### config.mk
export PLATFORM = sky130hd
export DESIGN_NAME = adcbc_core
export DESIGN_NICKNAME = d
export VERILOG_FILES = /design/src/adcbc_pkg.sv /design/src/adcbc_core.sv
export SDC_FILE = /design/constraint.sdc
export NUM_CORES = 1
export LEC_CHECK = 0
export ABC_AREA = 1
export BUFFER_PORTS_ARGS = -buffer_cell sky130_fd_sc_hd__buf_2
export CAP_MARGIN = 20
export CORE_MARGIN = 2
export CORE_UTILIZATION = 60
export CTS_BUF_LIST = sky130_fd_sc_hd__clkbuf_8
export DETAILED_ROUTE_END_ITERATION = 8
export MAX_ROUTING_LAYER = met4
export PLACE_DENSITY = 0.84
export SETUP_SLACK_MARGIN = 0.02
export SYNTH_ARGS = -nofsm -noshare
export SYNTH_HDL_FRONTEND = slang
export SYNTH_SLANG_ARGS = --single-unit
### constraint.sdc
create_clock -name clk -period 1.95 [get_ports clk]
set_input_delay 0.0975 -clock clk [delete_from_list [all_inputs] [get_ports clk]]
set_output_delay 0.0975 -clock clk [all_outputs]
set_load 0.03 [all_outputs]
### src/adcbc_pkg.sv
// Constants and types for the converter conversion and bus control block.
// Assumes a single 250 MHz clock domain; converter clock arrives as a pin.

package adcbc_pkg;
   localparam int unsigned DATA_W         = 8;
   localparam int unsigned CONV_IN_CYC    = 20;
   localparam int unsigned CONV_INT_CYC   = CONV_IN_CYC / 2;
   localparam int unsigned HOLD_EDGE      = 3;
   localparam int unsigned ACQ_INT_CYC    = 2;
   localparam logic [3:0]  CYC_MAX        = 4'(CONV_INT_CYC);
   localparam logic [3:0]  CYC_FIRST_CMP  = 4'(ACQ_INT_CYC);
   localparam logic [1:0]  HOLD_CNT       = 2'(HOLD_EDGE);
   localparam logic [7:0]  RESULT_RST     = 8'h00;
   localparam logic [7:0]  MSB_TRIAL      = 8'h80;

   typedef enum logic [2:0] {
      ADCBC_IDLE = 3'b001,
      ADCBC_CONV = 3'b010,
      ADCBC_DONE = 3'b100
   } adcbc_state_t;

   typedef struct packed {
      logic [7:0] q;
      logic       oe;
   } adcbc_bus_t;
endpackage

### src/adcbc_core.sv
// Conversion control and bus side of an 8-bit successive-approximation converter.
// Assumes pins arrive asynchronous; comparator output is a pin from the analog side.
`timescale 1ns/100ps
`default_nettype none

module adcbc_core (
   input  wire logic              clk,
   input  wire logic              reset,
   input  wire logic              select_n,
   input  wire logic              read_n,
   input  wire logic              conv_clk,
   input  wire logic              comp_high,
   output logic                   busy_n,
   output logic                   hold,
   output logic [7:0]             trial_code,
   output adcbc_pkg::adcbc_bus_t  data_bus
);

   // ----------------------------------------
   // Pin synchronisers
   // ----------------------------------------
   logic [1:0] sel_s_q, sel_s_d, rd_s_q, rd_s_d, ck_s_q, ck_s_d, cmp_s_q, cmp_s_d;
   logic       ck_last_q, ck_last_d;
   // Unreset: a reset of three cycles or more flushes them
   always_comb begin
      sel_s_d   = {sel_s_q[0], select_n};
      rd_s_d    = {rd_s_q[0], read_n};
      ck_s_d    = {ck_s_q[0], conv_clk};
      cmp_s_d   = {cmp_s_q[0], comp_high};
      ck_last_d = ck_s_q[1];
   end

   always_ff @(posedge clk) begin
      sel_s_q   <= sel_s_d;
      rd_s_q    <= rd_s_d;
      ck_s_q    <= ck_s_d;
      cmp_s_q   <= cmp_s_d;
      ck_last_q <= ck_last_d;
   end

   logic access, fall;
   assign access = ~sel_s_q[1] & ~rd_s_q[1];
   assign fall   = ck_last_q & ~ck_s_q[1];

   // ----------------------------------------
   // Control state
   // ----------------------------------------
   adcbc_pkg::adcbc_state_t st_q, st_d;
   logic       acc_q, acc_d, half_q, half_d, hold_q, hold_d;
   logic [1:0] fcnt_q, fcnt_d;
   logic [3:0] cyc_q, cyc_d;
   logic [7:0] sar_q, sar_d, bit_q, bit_d, out_q, out_d;
   logic       start;
   logic       int_tick;

   // Level edge of access so a held read starts only once
   assign start    = access & ~acc_q;
   assign int_tick = fall & half_q;

   always_comb begin
      st_d   = st_q;
      acc_d  = access;
      half_d = half_q;
      hold_d = hold_q;
      fcnt_d = fcnt_q;
      cyc_d  = cyc_q;
      sar_d  = sar_q;
      bit_d  = bit_q;
      out_d  = out_q;
      case (st_q)
         adcbc_pkg::ADCBC_IDLE: begin
            hold_d = 1'b0;
            if (start) begin
               st_d   = adcbc_pkg::ADCBC_CONV;
               half_d = 1'b0;
               fcnt_d = 2'd0;
               cyc_d  = 4'd0;
            end
         end
         adcbc_pkg::ADCBC_CONV: begin
            if (fall) begin
               half_d = ~half_q;
               if (fcnt_q != adcbc_pkg::HOLD_CNT) begin
                  fcnt_d = fcnt_q + 2'd1;
                  if (fcnt_q + 2'd1 == adcbc_pkg::HOLD_CNT) begin
                     hold_d = 1'b1;
                  end
               end
            end
            if (int_tick) begin
               cyc_d = cyc_q + 4'd1;
               if (cyc_q == 4'd0) begin
                  sar_d = adcbc_pkg::MSB_TRIAL;
                  bit_d = adcbc_pkg::MSB_TRIAL;
               end else if (cyc_q >= adcbc_pkg::CYC_FIRST_CMP) begin
                  // Keep trial bit when input beats trial level
                  sar_d = (cmp_s_q[1] ? sar_q : (sar_q & ~bit_q)) | (bit_q >> 1);
                  bit_d = bit_q >> 1;
               end
               if (cyc_q + 4'd1 == adcbc_pkg::CYC_MAX) begin
                  st_d  = adcbc_pkg::ADCBC_DONE;
                  out_d = sar_d;
                  half_d = 1'b0;
               end
            end
         end
         adcbc_pkg::ADCBC_DONE: begin
            hold_d = 1'b0;
            // One converter clock of grace: a read here only fetches data
            if (fall) begin
               st_d = adcbc_pkg::ADCBC_IDLE;
            end else if (start) begin
               st_d = adcbc_pkg::ADCBC_DONE;
            end
         end
         default: st_d = adcbc_pkg::ADCBC_IDLE;
      endcase
   end

   always_ff @(posedge clk) begin
      if (reset) begin
         st_q   <= adcbc_pkg::ADCBC_IDLE;
         acc_q  <= 1'b0;
         half_q <= 1'b0;
         hold_q <= 1'b0;
         fcnt_q <= 2'd0;
         cyc_q  <= 4'd0;
         sar_q  <= adcbc_pkg::RESULT_RST;
         bit_q  <= adcbc_pkg::RESULT_RST;
         out_q  <= adcbc_pkg::RESULT_RST;
      end else begin
         st_q   <= st_d;
         acc_q  <= acc_d;
         half_q <= half_d;
         hold_q <= hold_d;
         fcnt_q <= fcnt_d;
         cyc_q  <= cyc_d;
         sar_q  <= sar_d;
         bit_q  <= bit_d;
         out_q  <= out_d;
      end
   end

   // ----------------------------------------
   // Outputs
   // ----------------------------------------
   // Reads mid-conversion see the old latch; the hold may be disturbed
   assign busy_n      = (st_q != adcbc_pkg::ADCBC_CONV);
   assign hold        = hold_q;
   assign trial_code  = sar_q;
   // One driver for the whole carrier; q is the latch, oe the live access
   assign data_bus    = '{q: out_q, oe: access};

   // ----------------------------------------
   // Check helpers
   // ----------------------------------------
   // Counts converter falls apart from the tick logic, saturating
   logic [4:0] fall_seen_q, fall_seen_d;
   always_comb begin
      fall_seen_d = fall_seen_q;
      if (st_q == adcbc_pkg::ADCBC_IDLE && start) begin
         fall_seen_d = 5'h00;
      end else if (!busy_n && fall && fall_seen_q != 5'h1f) begin
         fall_seen_d = fall_seen_q + 5'h01;
      end
   end

   always_ff @(posedge clk) begin
      if (reset) begin
         fall_seen_q <= 5'h00;
      end else begin
         fall_seen_q <= fall_seen_d;
      end
   end
endmodule
`default_nettype wire

==> summary.md, run 1 <==
| Metric | Value |
|---|---|
| Status | finished clean |
| Seq pwr share | 0.543 |
| Largest net degree at the start of global routing | 22 |
| Net Sw Frac | 0.2787 |
| Crit path kind | reg2reg |
| Fin crit period | 1692 ps |
| Flop-to-flop setup slack | 260 ps |
| Hold depth | 2 |
| Clock buffer depth | 2 |
| Worst Setup SP | cyc_q[1] |
| Synth area leaders | dfxtp_1 (43%), nand2_1 (15%), a21oi_1 (7.0%) |
| Post-Layout Cell Count | 366 |
| DP HPWL | 2.781 mm |
| Slew @ Worst Pin | 573.0 ps |
| Slew Viols, Final | 0 |
| Multi-input logic area | 975.9 um2 |
| Worst r2r dst | out_q[2] |
| Layout fillers | 304 |
| Clock skew | 7.501 ps |
| EDFF count, synth | 0 |
| Finished Core Util | 0.7075 |
| First-pass DRT Iterations | 4 |
| Die W | 62.94 um |
| P per Cell Area | 778.9 mW/mm2 |
| Post-Syn Nets | 305 |
| Number of buffers added on ports | 24 |
| Die area | 0.003961 mm2 |
| Fin nets | 333 |
| Via count | 1,829 |
| Most frequent cells in the layout | nand2_1 (82), dfxtp_1 (45), inv_1 (37), a21oi_1 (29), buf_2 (24) |
| Clk slew on worst S/H paths | 80 ps |
| CP Capture Type | flop |
| FF+latch count, synth | 45 |
| Slew HR | 0.6176 |
| Setup_tns | 0 ps |
| Dominant synthesized flop cell | dfxtp_1 |
| Post-CTS setup buffers | 0 |
| Unrepaired setup endpoints after global routing | false |
| CP Launch Type | flop |
| Worst Hold Class | in2reg |
| Distinct cells, synth | 27 |
| Number of remaining DRC errors | 0 |
| Syn Inst Count | 292 |
| Initial antenna violation count | 0 |
| Crit path arrival time | 1880 ps |
| Design Area, Final | 0.002361 mm2 |
| Area grow syn2layout | 13.27% |
| Mapped Avg Cell Area | 7.139 um2 |
| Synth top area share | 0.4322 |
| First-pass GRT wire length | 7.272 mm |
| Leakage power | 1.122 nW |
| Final ANT Viol Nets | 0 |
| Post-DR vias/cell | 4.997 |
| Routability congestion estimate | 0.8799 |
| Die Ht | 62.94 um |
| Ant diodes | 0 |
| Root Driver | clkbuf_8 |
| Crit path required time | 2130 ps |
| Storage cell area | 900.9 um2 |
| Int Pwr | 1.326 mW |
| CTS tree | built |
| Gr ovfl total | 0 |
| DR WL/cell | 10.90 um |
| Clk pwr share | 0.302 |
| Sw Pwr | 0.5125 mW |
| Worst-Skew Late Latency | 290 ps |
| DP Cell Count | 355 |
| Hold path start | reset |
| H-tree Lvls | 2 |
| Vias in the first global route | 1,712 |
| Drt total wl | 3.990 mm |
| Period utilization | 0.8678 |
| DRT iter0 DRCs | 118 |
| Worst R2R Path Depth | 6 |
| Initial core utilization | 0.6247 |
| Synth Cell Area | 0.002084 mm2 |
| Setup violators final | 0 |
| Worst VDD drop | 512.2 uV |
| Core ar. | 0.003337 mm2 |
| Ratio of cells with drive above 1 in the final layout | 0.1500 |
| Max Cap Viol | 0 |
| Async SR Flop Fraction | 0 |
| WHS | 174.8 ps |
| Critical path peak fanout | 16 |
| Max frequency | 590.9 MHz |
| Gate power share | 0.155 |
| Biggest area consumer among synthesized cells | dfxtp_1 |
| R2R Path Start | cyc_q[1] |
| Clk sinks | 45 |
| Commonest non-fill, non-tap cell in the layout | nand2_1 |
| Placement Rows | 21 |
| GRT Resource Usage Total | 0.2333 |
| Share of the yosys chip area belonging to registers | 0.4322 |
| Ys Warns | 0 |
| CTS buffer count | 5 |
| Num ports | 25 |
| Hold Vio Cnt, Final | 0 |
| Hold Path End | cyc_q[1] |
| Placed inst area | 0.002227 mm2 |
-- flip-flops by register name (all words and copies together) (netlist names), 3 cells and up --
register	flops
cyc_q	4
st_q	3
trial_code	8
bit_q	8
out_q	8
-- cell type report --
| type | count | area share |
|---|---|---|
| clock buffers | 6 | 0.03498 |
| clock inverters | 1 | 0.001590 |
| inverters | 38 | 0.06041 |
| multi-input cells | 197 | 0.4134 |
| flip-flops and latches | 45 | 0.3816 |
| well taps | 46 | 0.02438 |
| repair buffers | 33 | 0.08373 |
-- what timing repair did --
item                                   in CTS  in global routing
gates resized for setup                     0                  1
hold buffers                                4                  0
setup endpoints to repair                   0                  1
endpoints found under the hold margin       4                  0
-- critical path, stage by stage (launching register included) --
cell,delay (ps)
dfxtp_1,480
ha_1,250
nand2_2,80
a21oi_2,180
nand3_2,290
a21oi_1,250
nor2_1,60
-- how the worst max path moves through the flow --
| stage | endpoint | slack (ps) | cells past startpoint |
|---|---|---|---|
| 2_1_floorplan | bit_q[0] | 450 | 8 |
| 3_3_place_gp | bit_q[1] | 300 | 8 |
| 3_5_place_dp | bit_q[1] | 210 | 8 |
| 4_1_cts | bit_q[1] | 190 | 8 |
| 5_1_grt | out_q[2] | 40 | 10 |
| 6_report | out_q[2] | 260 | 6 |
-- metrics by stage --
step	setup WS [ps]	power, mW
finish	257.8	1.839
global route	42.53	1.935
CTS	188.3	1.853
detailed placement	211.9	1.290
global placement	295.4	1.282
floorplan	445.4	1.229
-- metal layers --
layer	part of all wire	track usage	vias to the layer above	routed length (um)
met2	0.45	0.3856	44	1798
li1	-	-	981	-
met3	0.049	0.03423	10	195
met1	0.49	0.2903	794	1938
met4	0.014	0.08333	0	57
met5	0	-	-	0
-- cell families (layout without fill, tap and decap cells) --
logic type	after synthesis	after routing	share of synthesized area
adders and majority gates	7	7	0.04201
DFF	45	45	0.4322
and+or+nand+nor	137	137	0.2893
buffers and inverters	50	78	0.1032
AOI/OAI and AO/OA	53	53	0.1333
-- cell usage after synthesis (3+ instances only) --
library cell / count
inv_1: 36
nand2_1: 82
dfxtp_1: 45
ha_1: 7
nand2_2: 3
nand3_1: 16
o21ai_0: 20
clkbuf_1: 3
nand4_1: 6
nor2_1: 19
a21oi_1: 29
buf_2: 4
-- power groups by stage --
stage / combinational, mW / clock (mW) / sequential (mW)
2_1_floorplan: 0.198 / 0 / 1.03
3_3_place_gp: 0.265 / 0 / 1.02
3_5_place_dp: 0.271 / 0 / 1.02
4_1_cts: 0.279 / 0.577 / 0.997
5_1_grt: 0.326 / 0.604 / 1.01
6_report: 0.285 / 0.555 / 0.999
Power figures use the tool's default switching activity.
==> run 2: changes to the inputs <==
--- a/config.mk
+++ b/config.mk
@@ -5,15 +5,15 @@
 export SDC_FILE = /design/constraint.sdc
 export NUM_CORES = 1
 export LEC_CHECK = 0
-export ABC_AREA = 1
 export BUFFER_PORTS_ARGS = -buffer_cell sky130_fd_sc_hd__buf_2
 export CAP_MARGIN = 20
+export CORE_ASPECT_RATIO = 1.5
 export CORE_MARGIN = 2
-export CORE_UTILIZATION = 60
+export CORE_UTILIZATION = 59
 export CTS_BUF_LIST = sky130_fd_sc_hd__clkbuf_8
 export DETAILED_ROUTE_END_ITERATION = 8
 export MAX_ROUTING_LAYER = met4
-export PLACE_DENSITY = 0.84
+export PLACE_DENSITY = 0.83
 export SETUP_SLACK_MARGIN = 0.02
 export SYNTH_ARGS = -nofsm -noshare
 export SYNTH_HDL_FRONTEND = slang
==> run 2 against run 1 <==
Critical path depth up 2. Non-clock buffer count grew 6. Sequential cell count did not move. Critical endpoint unchanged. Highest routed layer unchanged.
==> summary.md, run 2 <==
| Metric | Value |
|---|---|
| Status | finished clean |
| Largest family of logic cells by synthesized area | simple AND/OR/NAND/NOR gates |
| Synth top area share | 0.4703 |
| Slew Viols, Final | 0 |
| P per Cell Area | 790.3 mW/mm2 |
| First-pass GRT wire length | 7.079 mm |
| Most frequent cells in the layout | dfxtp_1 (45), a21oi_1 (26), nor2_1 (25), buf_2 (24) |
| Placed inst area | 0.002103 mm2 |
| Worst Hold Class | in2reg |
| Critical path peak fanout | 10 |
| Worst r2r dst | out_q[2] |
| Routability congestion estimate | 0.8645 |
| Worst Setup SP | cyc_q[0] |
| Synth Cell Area | 0.001916 mm2 |
| Most frequent cell after synthesis | dfxtp_1 |
| Distinct cells, synth | 37 |
| Vias in the first global route | 1,661 |
| Ant diodes | 0 |
| Post-Layout Cell Count | 288 |
| CTS buffer count | 5 |
| Max frequency | 554.2 MHz |
| Initial core utilization | 0.6124 |
| Dominant synthesized flop cell | dfxtp_1 |
| Layout fillers | 246 |
| Flop-to-flop setup slack | 150 ps |
| Die W | 50.53 um |
| Worst-Skew Late Latency | 290 ps |
| Commonest non-fill, non-tap cell in the layout | dfxtp_1 |
| DR WL/cell | 14.58 um |
| Leakage power | 0.8875 nW |
| Crit path kind | reg2reg |
| GRT Resource Usage Total | 0.2569 |
| DRT iter0 DRCs | 66 |
| Hold depth | 2 |
| Initial antenna violation count | 0 |
| Core ar. | 0.003128 mm2 |
| Post-synthesis mux area share | 0.02809 |
| Async SR Flop Fraction | 0 |
| Post-Syn Nets | 223 |
| Number of remaining DRC errors | 0 |
| Clock skew | 4.098 ps |
| Fin nets | 260 |
| Largest net degree at the start of global routing | 26 |
| R2R Path Start | cyc_q[0] |
| Clk slew on worst S/H paths | 80 ps |
| Root Driver | clkbuf_8 |
| Gr ovfl total | 0 |
| Biggest area consumer among synthesized cells | dfxtp_1 |
| DP HPWL | 2.925 mm |
| Clock buffer depth | 2 |
| Commonest cells in the synthesized netlist | dfxtp_1 (45), a21oi_1 (26), nor2_1 (25), nor3_1 (16), nand2_1 (15) |
| Final ANT Viol Nets | 0 |
| H-tree Lvls | 2 |
| Mapped Avg Cell Area | 9.122 um2 |
| Design Area, Final | 0.002286 mm2 |
| Crit path required time | 2130 ps |
| CP Launch Type | flop |
| Via count | 1,674 |
| Setup violators final | 0 |
| Hold path start | reset |
| Die Ht | 73.79 um |
| Worst VDD drop | 787.7 uV |
| First-pass DRT Iterations | 4 |
| Ratio of cells with drive above 1 in the final layout | 0.2137 |
| Crit path arrival time | 1980 ps |
| Drt total wl | 4.200 mm |
| Period utilization | 0.9253 |
| Num ports | 25 |
| Die area | 0.003728 mm2 |
| Clk sinks | 45 |
| Setup_tns | 0 ps |
| Share of the yosys chip area belonging to registers | 0.4703 |
| Finished Core Util | 0.7308 |
| Synth area leaders | dfxtp_1 (47%), a21oi_1 (6.8%), nor2_1 (4.9%) |
| FF+latch count, synth | 45 |
| Fin crit period | 1804 ps |
| Hold Path End | half_q |
| Area grow syn2layout | 19.33% |
| Post-Synth XOR/XNOR Area | 0.004572 |
| Hold Vio Cnt, Final | 0 |
| Worst R2R Path Depth | 8 |
| Unrepaired setup endpoints after global routing | false |
| Adder-cell share of the synthesized area | 0.04572 |
| Syn Inst Count | 210 |
| Ys Warns | 0 |
| CTS tree | built |
| DP Cell Count | 276 |
| Number of buffers added on ports | 24 |
| Post-Synth Simple-Gate Area | 0.2351 |
| EDFF count, synth | 0 |
| Max Cap Viol | 0 |
| Synth Area in Compound Gates | 0.1724 |
| CP Capture Type | flop |
| Placement Rows | 25 |
| Slew HR | 0.7327 |
| Slew @ Worst Pin | 399.8 ps |
| Post-DR vias/cell | 5.813 |
==> run 2: cell types whose count changed after synthesis, sizes merged, moves of 3 or more <==
cell / delta
a22o: +7
inv: -33
nand3: -8
nand4: -5
nor3: +14
nand3b: +9
nor2: +3
nand2: -70
a22oi: +7
a21oi: -4
mux2: +3
o21ai: -13
buf: -4
==> run 2: kinds of logic after synthesis <==
kind of cell,after synthesis
AND/OR/NAND/NOR,86
multiplexers,5
adder cells (fa/ha/maj),7
AO/OA/AOI/OAI,52
buffers and inverters,14
flip-flops,45
XOR/XNOR,1
==> run 2: how the worst max path moves through the flow <==
| stage | endpoint | slack [ps] | cells past startpoint |
|---|---|---|---|
| after floorplan | out_q[2] | 100 | 8 |
| after global placement | out_q[2] | 150 | 8 |
| after detailed placement | out_q[2] | 100 | 8 |
| after CTS | out_q[2] | 90 | 8 |
| after global routing | out_q[6] | 40 | 8 |
| final | out_q[2] | 150 | 8 |
==> run 2: area by class of cell <==
type | instances | area (um2) | area share
Clock inverter | 3 | 65.06 | 0.02846
Clock buffer | 5 | 68.82 | 0.03010
Sequential cell | 45 | 900.9 | 0.3941
Inverter | 5 | 18.77 | 0.008210
Multi-Input combinational cell | 151 | 939.7 | 0.4111
Timing Repair Buffer | 39 | 242.7 | 0.1062
Tap cell | 40 | 50.05 | 0.02189
==> run 2: worst max-delay path, stage by stage, from the launching register on <==
cell     delay (ps)
dfxtp_1         310
buf_4           150
ha_1            210
buf_4           150
nor2_1           80
a21oi_1          70
mux2_2          400
nor3_2          260
nor3_1           70
==> run 2: power breakdown <==
group | internal, mW | switching, mW
logic | 0.0244 | 0.0282
clock network | 0.509 | 0.306
registers | 0.931 | 0.00839
==> run 2: what timing repair did <==
item | in CTS | in global routing
setup buffers | 0 | 0
hold endpoints to repair | 4 | 0
hold buffers | 4 | 0
setup endpoints to repair | 0 | 3
gates resized for setup | 0 | 2
==> run 2: per-stage QoR <==
| step | hold WS [ps] | setup WS, ps | power [mW] |
|---|---|---|---|
| finish | 118.0 | 145.7 | 1.807 |
| detailed placement | 201.6 | 104.4 | 1.007 |
| floorplan | 125.2 | 95.74 | 0.9903 |
| CTS | 109.5 | 88.22 | 1.817 |
| global placement | 199.5 | 149.9 | 1.006 |
| global route | 128.3 | 36.48 | 1.854 |
==> run 2: per-layer routing <==
metal | part of all wire | global-route usage
met5 | 0 | -
met1 | 0.45 | 0.2902
met3 | 0.027 | 0.04268
met4 | 0.014 | 0.1411
met2 | 0.51 | 0.4298
==> run 3: changes to the inputs <==
--- a/config.mk
+++ b/config.mk
@@ -9,11 +9,11 @@
 export CAP_MARGIN = 20
 export CORE_ASPECT_RATIO = 1.5
 export CORE_MARGIN = 2
-export CORE_UTILIZATION = 59
+export CORE_UTILIZATION = 52
 export CTS_BUF_LIST = sky130_fd_sc_hd__clkbuf_8
 export DETAILED_ROUTE_END_ITERATION = 8
 export MAX_ROUTING_LAYER = met4
-export PLACE_DENSITY = 0.83
+export PLACE_DENSITY = 0.75
 export SETUP_SLACK_MARGIN = 0.02
 export SYNTH_ARGS = -nofsm -noshare
 export SYNTH_HDL_FRONTEND = slang
==> run 3 against run 2 <==
Design area is 1.1% higher. Combinational power about the same. Critical path depth shrank 2. Global-route usage decreased by 2.5 points. Sequential share of layout area shrank 0.12 points. Non-clock buffer count fell by 2. Die area grew 13%. Clock power is 10% lower. Via count is 0.96% lower. Register-to-register slack lost 50 ps. Highest routed layer unchanged.
==> summary.md, run 3 (synthesized netlist as in run 2, its figures left out) <==
| Metric | Value |
|---|---|
| H-tree Lvls | 2 |
| Critical path buffer and inverter count | 1 |
| Crit path arrival time | 2040 ps |
| Number of buffers added on ports | 24 |
| Initial antenna violation count | 0 |
| Placement Rows | 27 |
| Critical Path Slowest Stage Cell | or4_4 |
| Slew Viols, Final | 0 |
| Area grow syn2layout | 20.71% |
| Ratio of cells with drive above 1 in the final layout | 0.2379 |
| Worst Hold Class | in2reg |
| CTS buffer count | 5 |
| Final ANT Viol Nets | 0 |
| Crit path required time | 2130 ps |
| Slew HR | 0.7289 |
| Setup violators final | 0 |
| Period utilization | 0.9528 |
| Post-Place Worst Slack | 4.994 ps |
| DR WL/cell | 14.57 um |
| DP HPWL | 2.758 mm |
| Clock skew | 3.949 ps |
| Via count | 1,658 |
| Placed inst area | 0.002092 mm2 |
| First-pass GRT wire length | 7.058 mm |
| Die W | 53.56 um |
| Critical path peak fanout | 7 |
| Layout fillers | 313 |
| Worst-path cell chain | inv_2 > ha_4 > or4_4 > a22o_1 > nor3_2 > nor3_1 |
| Power Total | 1.722 mW |
| Die Ht | 78.34 um |
| Hold Vio Cnt, Final | 0 |
| DRT iter0 DRCs | 52 |
| Drt total wl | 4.241 mm |
| Routability congestion estimate | 0.8919 |
| CP Capture Type | flop |
| Design Area, Final | 0.002312 mm2 |
| Root Driver | clkbuf_8 |
| Clk slew on worst S/H paths | 80 ps |
| Most frequent cells in the layout | dfxtp_1 (43), a21oi_1 (26), nor2_1 (25), buf_2 (24), nand2_1 (15) |
| Max frequency | 538.2 MHz |
| Ant diodes | 0 |
| GRT Resource Usage Total | 0.2315 |
| Cell family with most CP delay | simple AND/OR/NAND/NOR gates |
| Clock buffer depth | 2 |
| Max Cap Viol | 0 |
| Worst-Skew Late Latency | 300 ps |
| Crit path kind | reg2reg |
| Initial core utilization | 0.5299 |
| Slew @ Worst Pin | 405.5 ps |
| Finished Core Util | 0.6397 |
| Die area | 0.004195 mm2 |
| Setup_tns | 0 ps |
| Largest net degree at the start of global routing | 31 |
| Unrepaired setup endpoints after global routing | true |
| Num ports | 25 |
| Number of remaining DRC errors | 0 |
| Slowest stage delay, CP | 590 ps |
| Post-DR vias/cell | 5.698 |
| Fin nets | 260 |
| Worst VDD drop | 580.2 uV |
| Gr ovfl total | 0 |
| Leakage power | 0.8720 nW |
| Status | finished clean |
| Commonest non-fill, non-tap cell in the layout | dfxtp_1 |
| CP Launch Type | flop |
| Vias in the first global route | 1,589 |
| Clk sinks | 45 |
| Setup ws final | 92.05 ps |
| Fin crit period | 1858 ps |
| First-pass DRT Iterations | 4 |
| P per Cell Area | 744.7 mW/mm2 |
| CTS tree | built |
| Core ar. | 0.003615 mm2 |
## run 3: metal layers
layer,part of all wire,vias up,global-route usage
met1,0.44,793,0.2776
met2,0.51,27,0.3716
met5,0,-,-
met3,0.028,10,0.04563
met4,0.022,0,0.09487
li1,-,828,-
## run 3: path summary, 6_finish.rpt
| check | from | to | slack [ps] | cells after the start |
|---|---|---|---|---|
| hold / removal | reset | fcnt_q[1] | 50 | 2 |
| setup / recovery | cyc_q[0] | out_q[2] | 90 | 6 |
| setup reg to reg | cyc_q[0] | out_q[2] | 90 | 6 |
| hold reg to reg | rd_s_q[0] | rd_s_q[1] | 330 | 0 |
## run 3: layout make-up
type	instances	area, um2	area share
Clock buffer	6	82.58	0.03571
Clock inverter	2	37.54	0.01623
Inverter	5	18.77	0.008117
Multi-Input combinational cell	153	983.4	0.4253
Sequential cell	45	908.4	0.3929
Tap cell	43	53.80	0.02327
Timing Repair Buffer	37	227.7	0.09848
## run 3: stage by stage
step	hold slack (ps)	instances
floorplan	125.2	210
global route	51.74	291
CTS	47.90	289
finish	49.77	291
detailed placement	201.1	277
global placement	200.1	277
## run 3: what timing repair did
action                                  in CTS  in global routing
cloned                                       0                  2
hold buffers                                 4                  0
hold endpoints to repair                     4                  0
resized for setup                            1                 12
buffers inserted                             0                  0
pin swaps                                    0                  3
endpoints found under the setup margin       1                 11
## run 3: power by group
| group | internal [mW] | switching, mW | leakage, nW | total [mW] |
|---|---|---|---|---|
| Sequential | 0.928 | 0.00879 | 0.368 | 0.937 |
| Combinational | 0.0245 | 0.0280 | 0.447 | 0.0525 |
| Clock | 0.417 | 0.316 | 0.0574 | 0.733 |
